[src/rtl/fobr_pkg.sv]
// Constants, register map and address decode for the observer readback bank.
// Assumes a single 20 MHz clock domain shared by the algorithm engine and the
// serial access logic that presents host reads and writes.
package fobr_pkg;

  // Bus and data widths
  localparam int ADDR_W   = 12;
  localparam int DATA_W   = 32;
  localparam int GAIN_W   = 16;
  localparam int NUM_REGS = 10;
  localparam int IDX_W    = 4;

  // Fixed-point scaling, for software reference only
  localparam int FRAC_BITS    = 27;
  localparam int FULL_SCALE_V = 60;
  localparam int CURRENT_DIV  = 8;

  // Register offsets as printed
  localparam logic [ADDR_W-1:0] OFS_BUS_VOLTAGE_SCALE   = 12'h472;
  localparam logic [ADDR_W-1:0] OFS_SUPPLY_RAIL_LEVEL   = 12'h474;
  localparam logic [ADDR_W-1:0] OFS_PHASE_A_LEVEL       = 12'h47A;
  localparam logic [ADDR_W-1:0] OFS_PHASE_B_LEVEL       = 12'h47C;
  localparam logic [ADDR_W-1:0] OFS_PHASE_C_LEVEL       = 12'h47E;
  localparam logic [ADDR_W-1:0] OFS_ROTOR_ANGLE_SINE    = 12'h4B6;
  localparam logic [ADDR_W-1:0] OFS_ROTOR_ANGLE_COSINE  = 12'h4B8;
  localparam logic [ADDR_W-1:0] OFS_STAT_CURRENT_REAL   = 12'h4D2;
  localparam logic [ADDR_W-1:0] OFS_STAT_CURRENT_IMAG   = 12'h4D4;
  localparam logic [ADDR_W-1:0] OFS_STAT_VOLTAGE_REAL   = 12'h4D6;

  // Slot indices inside the bank
  localparam logic [IDX_W-1:0] IDX_BUS_VOLTAGE_SCALE  = 4'h0;
  localparam logic [IDX_W-1:0] IDX_SUPPLY_RAIL_LEVEL  = 4'h1;
  localparam logic [IDX_W-1:0] IDX_PHASE_A_LEVEL      = 4'h2;
  localparam logic [IDX_W-1:0] IDX_PHASE_B_LEVEL      = 4'h3;
  localparam logic [IDX_W-1:0] IDX_PHASE_C_LEVEL      = 4'h4;
  localparam logic [IDX_W-1:0] IDX_ROTOR_ANGLE_SINE   = 4'h5;
  localparam logic [IDX_W-1:0] IDX_ROTOR_ANGLE_COSINE = 4'h6;
  localparam logic [IDX_W-1:0] IDX_STAT_CURRENT_REAL  = 4'h7;
  localparam logic [IDX_W-1:0] IDX_STAT_CURRENT_IMAG  = 4'h8;
  localparam logic [IDX_W-1:0] IDX_STAT_VOLTAGE_REAL  = 4'h9;

  // Bus voltage scale codes and reset values
  localparam logic [GAIN_W-1:0] SCALE_60V      = 16'h0000;
  localparam logic [GAIN_W-1:0] SCALE_30V      = 16'h0001;
  localparam logic [GAIN_W-1:0] SCALE_15V      = 16'h0002;
  localparam logic [GAIN_W-1:0] SCALE_RST      = 16'h0000;
  localparam logic [DATA_W-1:0] WORD_RST       = 32'h00000000;
  localparam logic [DATA_W-1:0] UNMAPPED_VALUE = 32'h00000000;

  typedef logic [IDX_W-1:0] fobr_idx_t;

  // Address to slot decode; shared by the engine and host paths
  function automatic logic fobr_decode(input  logic [ADDR_W-1:0] addr,
                                       output fobr_idx_t         idx);
    logic hit;
    hit = 1'b1;
    idx = IDX_BUS_VOLTAGE_SCALE;
    unique case (addr)
      OFS_BUS_VOLTAGE_SCALE:  idx = IDX_BUS_VOLTAGE_SCALE;
      OFS_SUPPLY_RAIL_LEVEL:  idx = IDX_SUPPLY_RAIL_LEVEL;
      OFS_PHASE_A_LEVEL:      idx = IDX_PHASE_A_LEVEL;
      OFS_PHASE_B_LEVEL:      idx = IDX_PHASE_B_LEVEL;
      OFS_PHASE_C_LEVEL:      idx = IDX_PHASE_C_LEVEL;
      OFS_ROTOR_ANGLE_SINE:   idx = IDX_ROTOR_ANGLE_SINE;
      OFS_ROTOR_ANGLE_COSINE: idx = IDX_ROTOR_ANGLE_COSINE;
      OFS_STAT_CURRENT_REAL:  idx = IDX_STAT_CURRENT_REAL;
      OFS_STAT_CURRENT_IMAG:  idx = IDX_STAT_CURRENT_IMAG;
      OFS_STAT_VOLTAGE_REAL:  idx = IDX_STAT_VOLTAGE_REAL;
      default:                hit = 1'b0;
    endcase
    return hit;
  endfunction

endpackage

[src/rtl/fobr_slot.sv]
// One readback storage slot, loaded only by the algorithm engine.
// Assumes the load strobe is already qualified by decode and acceptance.
`timescale 1ns/1ps
`default_nettype none
module fobr_slot #(
  parameter int          WIDTH     = 32,
  parameter logic [31:0] RESET_VAL = 32'h00000000
) (
  input  wire logic             clk_i,
  input  wire logic             rst_i,
  input  wire logic             ce_i,
  input  wire logic             load_i,
  input  wire logic [WIDTH-1:0] d_i,
  output logic      [WIDTH-1:0] q_o
);
  import fobr_pkg::*;

  logic [WIDTH-1:0] val_r;
  logic [WIDTH-1:0] val_nxt;

  // Only the engine path can change the slot
  always_comb
  begin
    val_nxt = val_r;
    if (load_i)
    begin
      val_nxt = d_i;
    end
  end

  // Reset wins over the clock enable so a frozen bank still clears
  always_ff @(posedge clk_i)
  begin
    if (rst_i)
    begin
      val_r <= RESET_VAL[WIDTH-1:0];
    end
    else if (ce_i)
    begin
      val_r <= val_nxt;
    end
  end

  assign q_o = val_r;

endmodule
`default_nettype wire

[src/rtl/fobr_bank.sv]
// Observer readback bank: field-oriented control quantities for host reads.
// Assumes engine updates and host accesses arrive on clk_i from logic in the
// same domain, one request per cycle per port.
`timescale 1ns/1ps
`default_nettype none
module fobr_bank (
  input  wire logic                          clk_i,
  input  wire logic                          rst_i,
  input  wire logic                          ce_i,
  // Algorithm engine update port
  input  wire logic                          upd_valid_i,
  input  wire logic [fobr_pkg::ADDR_W-1:0]   upd_addr_i,
  input  wire logic [fobr_pkg::DATA_W-1:0]   upd_data_i,
  input  wire logic                          spin_detection_phase_i,
  output logic                               upd_ok_o,
  output logic                               upd_reject_o,
  // Host register access port
  input  wire logic                          host_rd_i,
  input  wire logic                          host_wr_i,
  input  wire logic [fobr_pkg::ADDR_W-1:0]   host_addr_i,
  input  wire logic [fobr_pkg::DATA_W-1:0]   host_wdata_i,
  output logic      [fobr_pkg::DATA_W-1:0]   host_rdata_o,
  output logic                               host_rvalid_o,
  output logic                               host_err_o,
  output logic                               host_wr_ignored_o
);
  import fobr_pkg::*;

  fobr_idx_t        upd_idx;
  logic             upd_hit;
  logic             upd_accept;
  fobr_idx_t        rd_idx;
  logic             rd_hit;
  logic [DATA_W-1:0] slot_word [NUM_REGS];

  logic [DATA_W-1:0] rdata_r;
  logic [DATA_W-1:0] rdata_nxt;
  logic              rvalid_r;
  logic              rvalid_nxt;
  logic              err_r;
  logic              err_nxt;
  logic              wr_ign_r;
  logic              wr_ign_nxt;

  // Engine update qualification
  always_comb
  begin
    upd_idx    = IDX_BUS_VOLTAGE_SCALE;
    upd_hit    = fobr_decode(upd_addr_i, upd_idx);
    upd_accept = upd_valid_i && upd_hit;
    if (upd_idx == IDX_BUS_VOLTAGE_SCALE)
    begin
      // Only the three defined scale codes are stored
      if (upd_data_i[DATA_W-1:GAIN_W] != '0 ||
          upd_data_i[GAIN_W-1:0] > SCALE_15V)
      begin
        upd_accept = 1'b0;
      end
    end
    if (upd_idx == IDX_PHASE_A_LEVEL || upd_idx == IDX_PHASE_B_LEVEL ||
        upd_idx == IDX_PHASE_C_LEVEL)
    begin
      // Terminal levels are a snapshot of spin detection only
      if (!spin_detection_phase_i)
      begin
        upd_accept = 1'b0;
      end
    end
  end

  // Handshake answers to the engine; combinational by design
  assign upd_ok_o     = upd_accept && ce_i;
  assign upd_reject_o = upd_valid_i && !upd_accept && ce_i;

  // Storage slots; the scale slot is narrow, the rest are full words
  generate
    for (genvar i = 0; i < NUM_REGS; i++)
    begin : g_slot
      if (i == int'(IDX_BUS_VOLTAGE_SCALE))
      begin : g_scale
        logic [GAIN_W-1:0] q;
        fobr_slot #(
          .WIDTH     (GAIN_W),
          .RESET_VAL (DATA_W'(SCALE_RST))
        ) u_slot (
          .clk_i  (clk_i),
          .rst_i  (rst_i),
          .ce_i   (ce_i),
          .load_i (upd_accept && upd_idx == IDX_BUS_VOLTAGE_SCALE),
          .d_i    (upd_data_i[GAIN_W-1:0]),
          .q_o    (q)
        );
        // Upper bits of the narrow readback read as zero
        assign slot_word[i] = {{(DATA_W-GAIN_W){1'b0}}, q};
      end
      else
      begin : g_word
        logic [DATA_W-1:0] q;
        fobr_slot #(
          .WIDTH     (DATA_W),
          .RESET_VAL (WORD_RST)
        ) u_slot (
          .clk_i  (clk_i),
          .rst_i  (rst_i),
          .ce_i   (ce_i),
          .load_i (upd_accept && upd_idx == IDX_W'(i)),
          .d_i    (upd_data_i),
          .q_o    (q)
        );
        assign slot_word[i] = q;
      end
    end
  endgenerate

  // Host access: whole word captured in one edge, writes only flagged
  always_comb
  begin
    rd_idx     = IDX_BUS_VOLTAGE_SCALE;
    rd_hit     = fobr_decode(host_addr_i, rd_idx);
    rdata_nxt  = rdata_r;
    rvalid_nxt = 1'b0;
    err_nxt    = 1'b0;
    wr_ign_nxt = host_wr_i;
    if (host_rd_i)
    begin
      rvalid_nxt = 1'b1;
      // Taken from the stored value, never mid-update, so no torn words
      rdata_nxt  = rd_hit ? slot_word[rd_idx] : UNMAPPED_VALUE;
      err_nxt    = !rd_hit;
    end
  end

  // Host answer registers
  always_ff @(posedge clk_i)
  begin
    if (rst_i)
    begin
      rdata_r  <= WORD_RST;
      rvalid_r <= 1'b0;
      err_r    <= 1'b0;
      wr_ign_r <= 1'b0;
    end
    else if (ce_i)
    begin
      rdata_r  <= rdata_nxt;
      rvalid_r <= rvalid_nxt;
      err_r    <= err_nxt;
      wr_ign_r <= wr_ign_nxt;
    end
  end

  assign host_rdata_o      = rdata_r;
  assign host_rvalid_o     = rvalid_r;
  assign host_err_o        = err_r;
  assign host_wr_ignored_o = wr_ign_r;

endmodule
`default_nettype wire

[config.mk]
export PLATFORM = sky130hd
export DESIGN_NAME = fobr_bank
export DESIGN_NICKNAME = d
export VERILOG_FILES = /design/src/rtl/fobr_pkg.sv /design/src/rtl/fobr_slot.sv /design/src/rtl/fobr_bank.sv
export SDC_FILE = /design/constraint.sdc
export NUM_CORES = 1
export LEC_CHECK = 0
export BUFFER_PORTS_ARGS = -buffer_cell sky130_fd_sc_hd__buf_4
export CAP_MARGIN = 25
export CELL_PAD_IN_SITES_DETAIL_PLACEMENT = 0
export CELL_PAD_IN_SITES_GLOBAL_PLACEMENT = 1
export CORE_UTILIZATION = 41
export DETAILED_ROUTE_END_ITERATION = 6
export PLACE_DENSITY_LB_ADDON = 0.1
export SLEW_MARGIN = 20
export SYNTH_ARGS = -nofsm -noshare
export SYNTH_HDL_FRONTEND = slang
export SYNTH_SLANG_ARGS = --single-unit
[constraint.sdc]
create_clock -name clk_i -period 2.1 [get_ports clk_i]
set_clock_uncertainty 0.1 [all_clocks]
set_input_delay 0.105 -clock clk_i [delete_from_list [all_inputs] [get_ports clk_i]]
set_output_delay 0.105 -clock clk_i [all_outputs]
set_load 0.02 [all_outputs]
=== Word-level counts from Yosys, hierarchy flattened ===
Index checks and enable logic that the tools add are counted.

* Register bits: 339
* Bits of input ports: 95
* Logic and storage cells: 94

* Magnitude comparators: 2
* Equality and inequality tests: 29
* Multiplexer cells: 14
* Bitwise logic cells: 1
* Reduce and logical (&&, ||, !) cells: 34

{| class="wikitable"
|+ Operators by type and width
! cell !! number
|-
| == test 12 x 11 -> 1 bit, second input constant || 20
|-
| binary-select mux 32 bit (select 4 bit) || 1
|-
| two-way mux 32 bit || 3
|-
| case mux 4 bit (9 select lines) || 2
|-
| AND reduction 2 bit || 11
|-
| OR reduction 10 bit || 2
|-
| == test 4 x 3 -> 1 bit, second input constant || 4
|-
| greater-than comparator 16 x 2 -> 1 bit, second input constant || 1
|-
| nonzero test 16 bit || 1
|-
| logical AND 1 bit || 14
|-
| == test 4 x 2 -> 1 bit, second input constant || 2
|-
| == test 4 bit, second input constant || 2
|-
| two-way mux 1 bit || 8
|-
| greater-or-equal comparator 5 bit, second input constant || 1
|-
| inverter 4 -> 5 bit || 1
|-
| == test 4 x 1 -> 1 bit, second input constant || 1
|-
| zero test 4 bit || 1
|-
| logical OR 1 bit || 3
|-
| zero test 1 bit || 2
|}

=== Longest topological paths before layout ===
Gate-level depths: netlist (run 1).

* Depth in word-level cells: 11
* Gate-level depth with buffers: 10
* Mapped depth without buffers: 6

=== By module ===
A second synthesis (run 1) with hierarchy kept.

* Cells, all modules: 2036
* Area, all modules: 18672.9 sq um

{| class="wikitable"
|+ Modules (own cells, without submodules)
! module !! times used !! cells an instance !! area each (sq um) !! seq. area each (sq um)
|-
| fobr_slot (g_slot[1].g_word.u_slot ...) || 9 || 145 || 1522.7 || 640.6
|-
| fobr_bank || 1 || 659 || 4235.3 || 700.7
|-
| fobr_slot (g_slot[0].g_scale.u_slot) || 1 || 72 || 733.2 || 320.3
|}

=== Least setup slack after synthesis (run 1) ===
No wires, ideal clock.

* Path kind: input -> register
* Start: in upd_addr_i[3] in the netlist's numbering
* End: reg g_slot[1].g_word.u_slot.val_r[1]
* Setup time: 0.128 ns
* Arrival time: 1.834 ns
* Required time: 1.872 ns
* Path slack: 0.038 ns
* Stages: 9
* Cells stage by stage: buf_2 > or3b_1 > a2111oi_2 > o31ai_2 > buf_6 > o211ai_4 > buf_6 > mux2i_1 > nor2_1

* Longest elaborated chain between the ends: 10
* Elaborated cells between the ends (all ways): 27
* Classes of those cells: 14 x eq/ne; 6 x mux; 7 x reduce/logical

{| class="wikitable"
|+ RTL lines
! item !! line !! source
|-
| start, declared || fobr_bank.sv:12 || <nowiki>input wire logic [fobr_pkg::ADDR_W-1:0] upd_addr_i,</nowiki>
|-
| == test 12 x 11 -> 1 bit || fobr_pkg.sv:58 || <nowiki>unique case (addr)</nowiki>
|-
| OR reduction 10 bit (no source line) || n/a ||
|-
| two-way mux 1 bit || fobr_pkg.sv:58 ||
|-
| logical AND 1 bit || fobr_bank.sv:50 || <nowiki>upd_accept = upd_valid_i && upd_hit;</nowiki>
|-
| two-way mux 1 bit || fobr_bank.sv:54 || <nowiki>if (upd_data_i[DATA_W-1:GAIN_W] != '0 ||</nowiki>
|-
| two-way mux 1 bit || fobr_bank.sv:51 || <nowiki>if (upd_idx == IDX_BUS_VOLTAGE_SCALE)</nowiki>
|-
| two-way mux 1 bit || fobr_bank.sv:64 || <nowiki>if (!spin_detection_phase_i)</nowiki>
|-
| two-way mux 1 bit || fobr_bank.sv:60 || <nowiki>if (upd_idx == IDX_PHASE_A_LEVEL || upd_idx == IDX_PHASE_B_LEVEL ||</nowiki>
|-
| logical AND 1 bit * || fobr_bank.sv:106 || <nowiki>.load_i (upd_accept && upd_idx == IDX_W'(i)),</nowiki>
|-
| AND reduction 2 bit (no source line) * || n/a ||
|-
| end signal, assigned || fobr_slot.sv:36 || <nowiki>val_r <= RESET_VAL[WIDTH-1:0];</nowiki>
|-
| end signal, assigned || fobr_slot.sv:40 || <nowiki>val_r <= val_nxt;</nowiki>
|-
| end, declared || fobr_slot.sv:18 || <nowiki>logic [WIDTH-1:0] val_r;</nowiki>
|}

Mark *: on every way between the ends. The rest lies on a longest branch, timed or not.
A chain may end at the register's enable or synchronous reset.

=== Worst setup path after layout (run 1) ===
* Start: in upd_addr_i[6] in the netlist's numbering
* End: out upd_reject_o

* Longest elaborated chain between the ends: 11
* Elaborated cells between the ends (all ways): 27
* Classes of those cells: 13 x eq/ne; 6 x mux; 8 x reduce/logical

{| class="wikitable"
|+ RTL lines
! item !! line !! source
|-
| == test 12 x 11 -> 1 bit || fobr_pkg.sv:58 ||
|-
| OR reduction 10 bit (no source line) || n/a ||
|-
| two-way mux 1 bit || fobr_pkg.sv:58 ||
|-
| logical AND 1 bit || fobr_bank.sv:50 ||
|-
| two-way mux 1 bit || fobr_bank.sv:54 ||
|-
| two-way mux 1 bit || fobr_bank.sv:51 ||
|-
| two-way mux 1 bit || fobr_bank.sv:64 ||
|-
| two-way mux 1 bit * || fobr_bank.sv:60 ||
|-
| zero test 1 bit * || fobr_bank.sv:73 || <nowiki>assign upd_reject_o = upd_valid_i && !upd_accept && ce_i;</nowiki>
|-
| logical AND 1 bit * (2 in series) || fobr_bank.sv:73 ||
|-
| end, declared || fobr_bank.sv:16 || <nowiki>output logic upd_reject_o,</nowiki>
|}

Marks and branches as above.

==> summary by stage, run 1 <==
Synthesis
The cell area after synthesis is roughly 0.017 sq mm. The count of flip-flops with a built-in enable after synthesis is 0. The prevailing post-synth register cell is sky130_fd_sc_hd__dfxtp_1. After synthesis, the mean cell area works out to between 8 and 9 sq um. Counting flops and latches in the post-synthesis netlist gives roughly 340.

Counting flops with an async set or reset pin after synthesis yields a share of 0%. Synthesis produced a netlist whose cell count is about 2,000. The post-synth net total is approximately 2,100. For this run, the number of Yosys warnings is 0. The share of synthesized area occupied by flip-flops and latches is approximately two fifths. The number of distinct library cells after synthesis is 71.

Clock tree
The later pin in the worst-skew pair is clocked with a latency of 0.54 ns. Clock tree synthesis inserted a total of 39 buffers. The number of H-tree levels is 2. TritonCTS built the clock tree.

The cell sitting at the root of the clock tree is a sky130_fd_sc_hd__clkbuf_16. The maximum number of buffers from clock root to sink is 3. The clock transition at the register clock pins on the worst setup and hold paths after CTS is about 0.060 ns. The total clock sinks is around 340.

Status
The run finished with clean final reports.

Timing
Setup repair after global routing could not meet its margin everywhere. In the final timing run, aggregate negative setup slack is 0 ns. The number of max-slew violations in the final report is 0. Setup violations remaining at the end of the flow were counted as 0. The fraction of the cycle the final worst path needs is between 90% and 100%.

At the pin with the least slew margin, the transition time is about 0.96 ns. The clock period could shrink to roughly 2.1 ns. The worst hold slack after final layout is between 0.2 and 0.25 ns. The worst slew slack as a fraction of its limit is 35.60%. The maximum clock frequency is a little under 500 MHz. The final count of hold timing violations is 0.

Worst setup path
The number of buffers and inverters on the critical path is 3. Traced cell by cell, the critical path runs through buf_4, buf_4, and3b_1, and3_1, o31ai_4, nand4b_1, a41oi_1, buf_4. The cell repeated most along the worst path is sky130_fd_sc_hd__buf_4. The type of the setup path with the least slack is input port to output pin. Among cell families on the critical path, the largest total delay comes from compound AO/OA/AOI/OAI gates. The slowest stage of the critical path belongs to the cell sky130_fd_sc_hd__o31ai_4. The data required time of the critical path is 1.89 ns.

The peak fanout along the critical path is 8. The worst setup path is captured at an output pin. In this design, the stage delay of the slowest critical-path cell is approximately 0.46 ns.

The endpoint arrival time on the critical path is between 1.5 and 2 ns. The type of element launching the critical path is an input port.

Die
The core region is about 0.040 sq mm. The die outline area is approximately 0.04 sq mm. The count of standard-cell rows is 73. The starting density of the core is between 40% and 50%. The die height is 202.7 microns.

The die width is between 200 and 250 microns. The I/O pin count is between 100 and 150.

Drt
The total length of routed wires is between 60,000 and 70,000 microns. The final routed DRC violation total is 0. After detailed routing, the number of vias per cell comes to around 6.1. The first-pass iteration count of the detailed router is 5. Dividing the detail-routed wire length by the instance count gives between 20 and 25 microns.

The detailed router placed roughly 17,000 vias in this run. The number of DRC markers after the initial detailed-route iteration is 1,627. The count of nets left with antenna violations once routing finished came out at 0.

Global routing
The first-pass GRT wire length is 100,700 microns. Global routing used about a third of the available tracks across all layers. Entering global routing, the biggest net connects 80 pins. The initial antenna violation count is 0. The via count of the first global-routing pass is between 15,000 and 20,000. Global routing finished with a remaining overflow of 0.

Place
In this run the tool buffered the top-level ports with 99 buffer cells. Summing all placed instances gives a cell area of just under 0.02 sq mm. After detailed placement, the design holds a cell count of around 2,700.

At the end of routability-driven placement, the weighted congestion stood at between 0.8 and 0.9. The estimated wirelength of the detail-placed design is about 44,000 microns.

Cells and area
The number of non-filler instances in the completed layout is 2,775. The fill cell total of the finished layout is around 3,700. After routing the design area is around 0.021 sq mm. The final net count is around 2,300.

Relative to the synthesized area, the layout overhead comes to 28.26%. The repair_antennas step left the layout with diodes totalling 0. The share of layout cells above drive strength 1 is 20.58%.

Power
The worst voltage drop across the vdd grid is around 0.36 mV. The overall power consumption is 14.38 mW. In this run the power density over the cells is a little under 700 mW/mm^2. The leakage power of the design is 8.037 nW.

Min path
The worst hold path class is input port to register.

Run
Across the run, the number of max-cap violations was 0.
## cell usage after synthesis (all sizes together) (3+ instances only)
cell	count	area, sq um
and3	7	48.80
o21a	4	30.03
buf	85	518.0
o21ai	199	999.7
o31ai	33	277.8
and4bb	3	37.53
nand3b	17	127.6
nor3	22	115.1
o211ai	50	389.1
a211oi	34	255.2
nor2b	6	37.54
inv	66	247.7
nand4	70	459.2
clkbuf	163	611.8
nor2	107	404.1
and4	4	35.03
o2111ai	33	289.0
mux2	16	180.2
and2	18	112.6
nand2	172	645.6
o221ai	32	280.3
and3b	4	35.03
or3	19	118.9
nand3	135	680.7
a21oi	247	1244
dfxtp	339	6787
nor4	7	43.79
a221oi	15	131.4
a41oi	3	33.79
nand2b	11	68.82
mux2i	99	991.0
## repair_timing
item,in CTS,in global routing
endpoints found under the hold margin,293,0
pin swaps,2,1
hold buffers,37,0
buffers inserted,3,2
setup endpoints to repair,2,3
resized for setup,5,1
## cells by family after synthesis
kind of cell	share of synthesized area, %
AOI/OAI and AO/OA	24.88
xor gates and xnor gates	0.05303
buffers and inverters	8.340
DFF	41.08
muxes	7.090
and+or+nand+nor	18.55
## state kept, by name, indices dropped and copies added (netlist names)
signal                     count
g_slot.g_scale.u_slot.q_o     16
g_slot.g_word.u_slot.q_o     288
host_err_o                     1
host_rdata_o                  32
host_rvalid_o                  1
host_wr_ignored_o              1
## per-layer routing
metal | GRT usage, % | share of wire [%]
met4 | 10.07 | 2.7
met2 | 50.02 | 44
met1 | 45.87 | 45
met3 | 4.671 | 8.1
met5 | 0 | 0
## placed cells by master (no fill, tap or decap), types with 41 or more instances in the layout
master,Yosys,routed
sky130_fd_sc_hd__clkbuf_16,0,41
sky130_fd_sc_hd__inv_1,66,66
sky130_fd_sc_hd__nand2_1,172,171
sky130_fd_sc_hd__a21oi_1,245,243
sky130_fd_sc_hd__nor2_1,106,104
sky130_fd_sc_hd__nand4_1,68,68
sky130_fd_sc_hd__mux2i_1,99,99
sky130_fd_sc_hd__buf_12,0,55
sky130_fd_sc_hd__dfxtp_1,339,339
sky130_fd_sc_hd__buf_4,21,285
sky130_fd_sc_hd__o211ai_1,49,49
sky130_fd_sc_hd__nand3_1,134,134
sky130_fd_sc_hd__o21ai_0,177,175
## power breakdown
part	leakage, nW	internal [mW]	switching, mW
clock network	0.664	4.40	2.78
registers	2.73	6.43	0.00192
logic	4.64	0.296	0.471
## area by class of cell
class | instances | area [sq um] | share of cell area, %
multi-input combinational | 1396 | 8521 | 40.22
sequential | 339 | 6787 | 32.03
inverter | 66 | 247.7 | 1.169
timing repair buffer | 378 | 3626 | 17.11
clock inverter | 16 | 210.2 | 0.9921
clock buffer | 55 | 1139 | 5.374
tap | 525 | 656.9 | 3.100
## metrics by stage
stage / utilization (%) / setup WS [ns]
detailed placement: 48.84 / -0.4314
floorplan: - / 0.03820
finish: 53.32 / 0.03843
CTS: 53.27 / 0.04235
global placement: 48.84 / -0.4034
global route: 53.32 / -0.04322
## path summary, 6_finish.rpt
check                                       start                              end  slack [ns]  depth (start not counted)
hold reg to reg   g_slot[3].g_word.u_slot.q_o[26]  g_slot[3].g_word.u_slot.q_o[26]        0.35                          2
hold / removal                      upd_addr_i[1]   g_slot[4].g_word.u_slot.q_o[5]        0.22                          7
setup reg to reg  g_slot[7].g_word.u_slot.q_o[19]                 host_rdata_o[19]        0.59                          4
setup / recovery                    upd_addr_i[6]                     upd_reject_o        0.04                          8
## worst reg2reg max path, cell delays in order, from the launching register on
cell	delay [ns]
sky130_fd_sc_hd__dfxtp_1	0.35
sky130_fd_sc_hd__a21boi_0	0.32
sky130_fd_sc_hd__a211oi_1	0.13
sky130_fd_sc_hd__a311o_1	0.34
sky130_fd_sc_hd__a311oi_1	0.19
(Power assumes the default switching activity.)
==> run 2: changes to the inputs <==
Settings changed: CORE_UTILIZATION 41 to 45.
Clock period 2.1 ns to 2.4 ns, I/O delays scaled along.
==> summary by stage, run 2 (synthesized netlist as in run 1, its figures left out) <==
Power
The worst voltage drop across the vdd grid is 0.4949 mV (+39%). The power density of the placed cells is 622.8 mW/mm^2 (-8.2%). The overall power consumption is 12.56 mW (-13%).

The internal power consumption came to 9.732 mW (-13%). The leakage power of the design is 7.483 nW (-6.9%). The share of power burned in registers is 44.8% (about the same). The switching part of the total came to 22.52% (-0.085 points). The combinational cell fraction of total power is 4.9% (-0.4 points). The reported net switching power was 2.829 mW (-13%). The clock network fraction of design power was 50.3% (+0.4 points).

Global routing
The total routing resource utilization after global routing was 33.03% (+0.80 points). The via count of the first global-routing pass came to 15,499 (-3.3%). The layer carrying the most global-route usage is met2. The met2 usage is 50.54% (+0.52 points). The initial antenna violation count is 0 (unchanged). The overall overflow remaining after global route is 0 (unchanged). The met1 track demand over resource is 47.45% (+1.6 points). The pin count of the biggest net entering global routing is 105 (+31%). The first-pass GRT wire length is 96,320 microns (-4.4%). The met3 track demand over resource in global routing came to 4.725% (+0.054 points).

Run
The number of max-cap violations is 0 (unchanged).

Die
The floorplan core area came to 0.03583 sq mm (-9.8%). The die outline area is 0.03748 sq mm (-8.8%). The starting density of the core came to 46.10% (+4.5 points). The I/O pin count was 132 (unchanged). The die width is 193.6 microns (-4.5%). The count of standard-cell rows was 69 (-5.5%). The die height came to 193.6 microns (-4.5%).

Worst setup path
The startpoint of the worst setup timing path is upd_data_i[20]. The peak fanout along the critical path came to 10 (+2). The end point of the critical path is upd_reject_o. The depth of the worst register-to-register path came to 4 (unchanged). STA classifies the critical path startpoint as an input port. In this run the critical register-to-register path is launched from host_wr_ignored_o. The type of the setup path with the least slack is input port to output pin. In this run the critical register-to-register path is captured at host_wr_ignored_o. The register-to-register setup slack is 0.52 ns (-0.07 ns). The endpoint arrival time on the critical path was 2.12 ns (+0.26 ns). The type of destination of the critical path is an output pin.

The data required time of the critical path is 2.18 ns (+0.29 ns).

Timing
The final count of hold timing violations is 0 (unchanged). The number of max-slew violations in the final report is 0 (unchanged). Timing would allow up to approximately 430 MHz.

The fraction of the cycle the final worst path needs is 97.46%. The transition time at the pin with the least slew margin came to 0.7432 ns (-0.2153 ns). The total of endpoints with negative setup slack in the final report is 0 (unchanged).

The smallest clock period supported by the final layout is computed as 2.339 ns. Setup repair after global routing left no endpoint under its margin. The worst slew slack as a fraction of its limit is 50.45% (+15 points).

Status
The run finished with clean final reports.

Cells and area
The number of antenna cells inserted came to 0 (unchanged). The number of non-filler instances in the completed layout is 2,609 (-6.0%). The number of flip-flops in the largest register came to 288 (unchanged).

The library cell used most frequently in the layout, excluding fill and tap cells, is sky130_fd_sc_hd__dfxtp_1. Leaving out fill and tap cells, the most frequent cells in the layout are sky130_fd_sc_hd__dfxtp_1, sky130_fd_sc_hd__a21oi_1, sky130_fd_sc_hd__buf_4. The share of layout cells above drive strength 1 is 16.57% (-4.0 points). The final net count was 2,214 (-4.4%). From synthesis to final layout, the design area changed by 22.11%.

Place
The number of placed instances, taps included is 2,501 (-6.1%). The estimated wirelength of the detail-placed design is 38,750 microns (-12%). The placer's final routability congestion estimate came to 0.8634 (-0.40%). The number of buffers added on ports was 99 (unchanged).

Clock tree
The total clock buffers created by CTS is 39 (unchanged). Clock tree synthesis selected as its root buffer the cell sky130_fd_sc_hd__clkbuf_16. The clock latency reported for the late side of the worst-skew pair is 0.54 ns (about the same). The clock transition at the register clock pins on the worst setup and hold paths after CTS is 0.06 ns (about the same). The total clock sinks is 339 (unchanged). The maximum number of buffers from clock root to sink is 3 (unchanged). The number of H-tree levels is 2 (unchanged). The CTS tree is done. The buffers inserted during post-CTS setup optimization is 0 (-3).

Drt
The average detailed-routed wire length per instance is 24.30 microns (+0.37%). The via-per-instance ratio is 6.301 (+3.9%). The first-pass iteration count of the detailed router was 5 (unchanged). The total length of routed wires is 63,390 microns (-5.6%). The number of nets still failing antenna checks after routing is 0 (unchanged). The total number of vias is 16,440 (-2.3%). The final routed DRC violation total came to 0 (unchanged). The number of DRC markers after the initial detailed-route iteration came to 1,824 (+12%).

Min path
The min-delay analysis places its worst path in the category input port to register.
-- run 2: cell types whose count changed in the layout (fill, tap and decap cells not counted), sizes merged --
cell and delta:
dlygate4sd3 +1, clkinv -6, clkbuf +6, buf -102, clkinvlp -1
-- run 2: worst min path at each step --
stage / from / to / depth (start not counted)
floorplan: host_wr_i / host_wr_ignored_o / 2
global route: host_rd_i / host_rvalid_o / 3
finish: host_rd_i / host_rvalid_o / 3
detailed placement: host_wr_i / host_wr_ignored_o / 3
CTS: host_rd_i / host_rvalid_o / 3
global placement: host_wr_i / host_wr_ignored_o / 3
-- run 2: worst max-delay path, cell delays in order --
cell                            delay, ns
sky130_fd_sc_hd__dlygate4sd3_1       0.54
sky130_fd_sc_hd__buf_4               0.20
sky130_fd_sc_hd__a211oi_1            0.23
sky130_fd_sc_hd__nand4_1             0.24
sky130_fd_sc_hd__nor2_2              0.30
sky130_fd_sc_hd__nand4b_1            0.19
sky130_fd_sc_hd__a41oi_1             0.12
sky130_fd_sc_hd__buf_4               0.17
-- run 2: power by group through the flow --
| stage | combinational, mW | sequential, mW | clock (mW) |
|---|---|---|---|
| after detailed placement | 0.542 | 5.76 | 0 |
| after CTS | 0.599 | 5.63 | 6.37 |
| final | 0.612 | 5.63 | 6.32 |
| after global placement | 0.540 | 5.76 | 0 |
| after global routing | 0.638 | 5.63 | 6.58 |
| after floorplan | 0.261 | 5.76 | 0 |
-- run 2: layout make-up --
class | instances | area [sq um]
fillers | 3265 | 15660
multi-input cells | 1396 | 8508
flip-flops and latches | 339 | 6787
repair buffers | 277 | 2708
clock buffers | 61 | 1171
well taps | 461 | 576.8
inverters | 66 | 247.7
clock inverters | 9 | 172.7
-- run 2: timing repair --
action | 4_1_cts | 5_1_grt
endpoints found under the setup margin | 2 | 2
resized for setup | 2 | 1
hold endpoints to repair | 292 | 0
hold buffers | 38 | 0
pin swaps | 0 | 0
-- run 2: per-layer routing --
| layer | share of wire (%) | vias to the layer above |
|---|---|---|
| met2 | 44 | 804 |
| met1 | 45 | 7969 |
| met5 | 0 | - |
| met3 | 8.4 | 115 |
| li1 | - | 7552 |
| met4 | 3.0 | 0 |
-- run 2: per-stage QoR --
| step | TNS, ns | instance area [sq um] | worst slack [ns] | utilization, % | hold WS, ns |
|---|---|---|---|---|---|
| after floorplan | 0 | 16520 | 0.3232 | - | 0.1672 |
| after global routing | 0 | 20170 | 0.01620 | 56.30 | 0.05601 |
| after global placement | -2.920 | 18430 | -0.1699 | 51.43 | 0.2575 |
| final | 0 | 20170 | 0.06098 | 56.30 | 0.05364 |
| after detailed placement | -2.905 | 18430 | -0.1956 | 51.44 | 0.2662 |
| after CTS | 0 | 20170 | 0.007748 | 56.29 | 0.02447 |
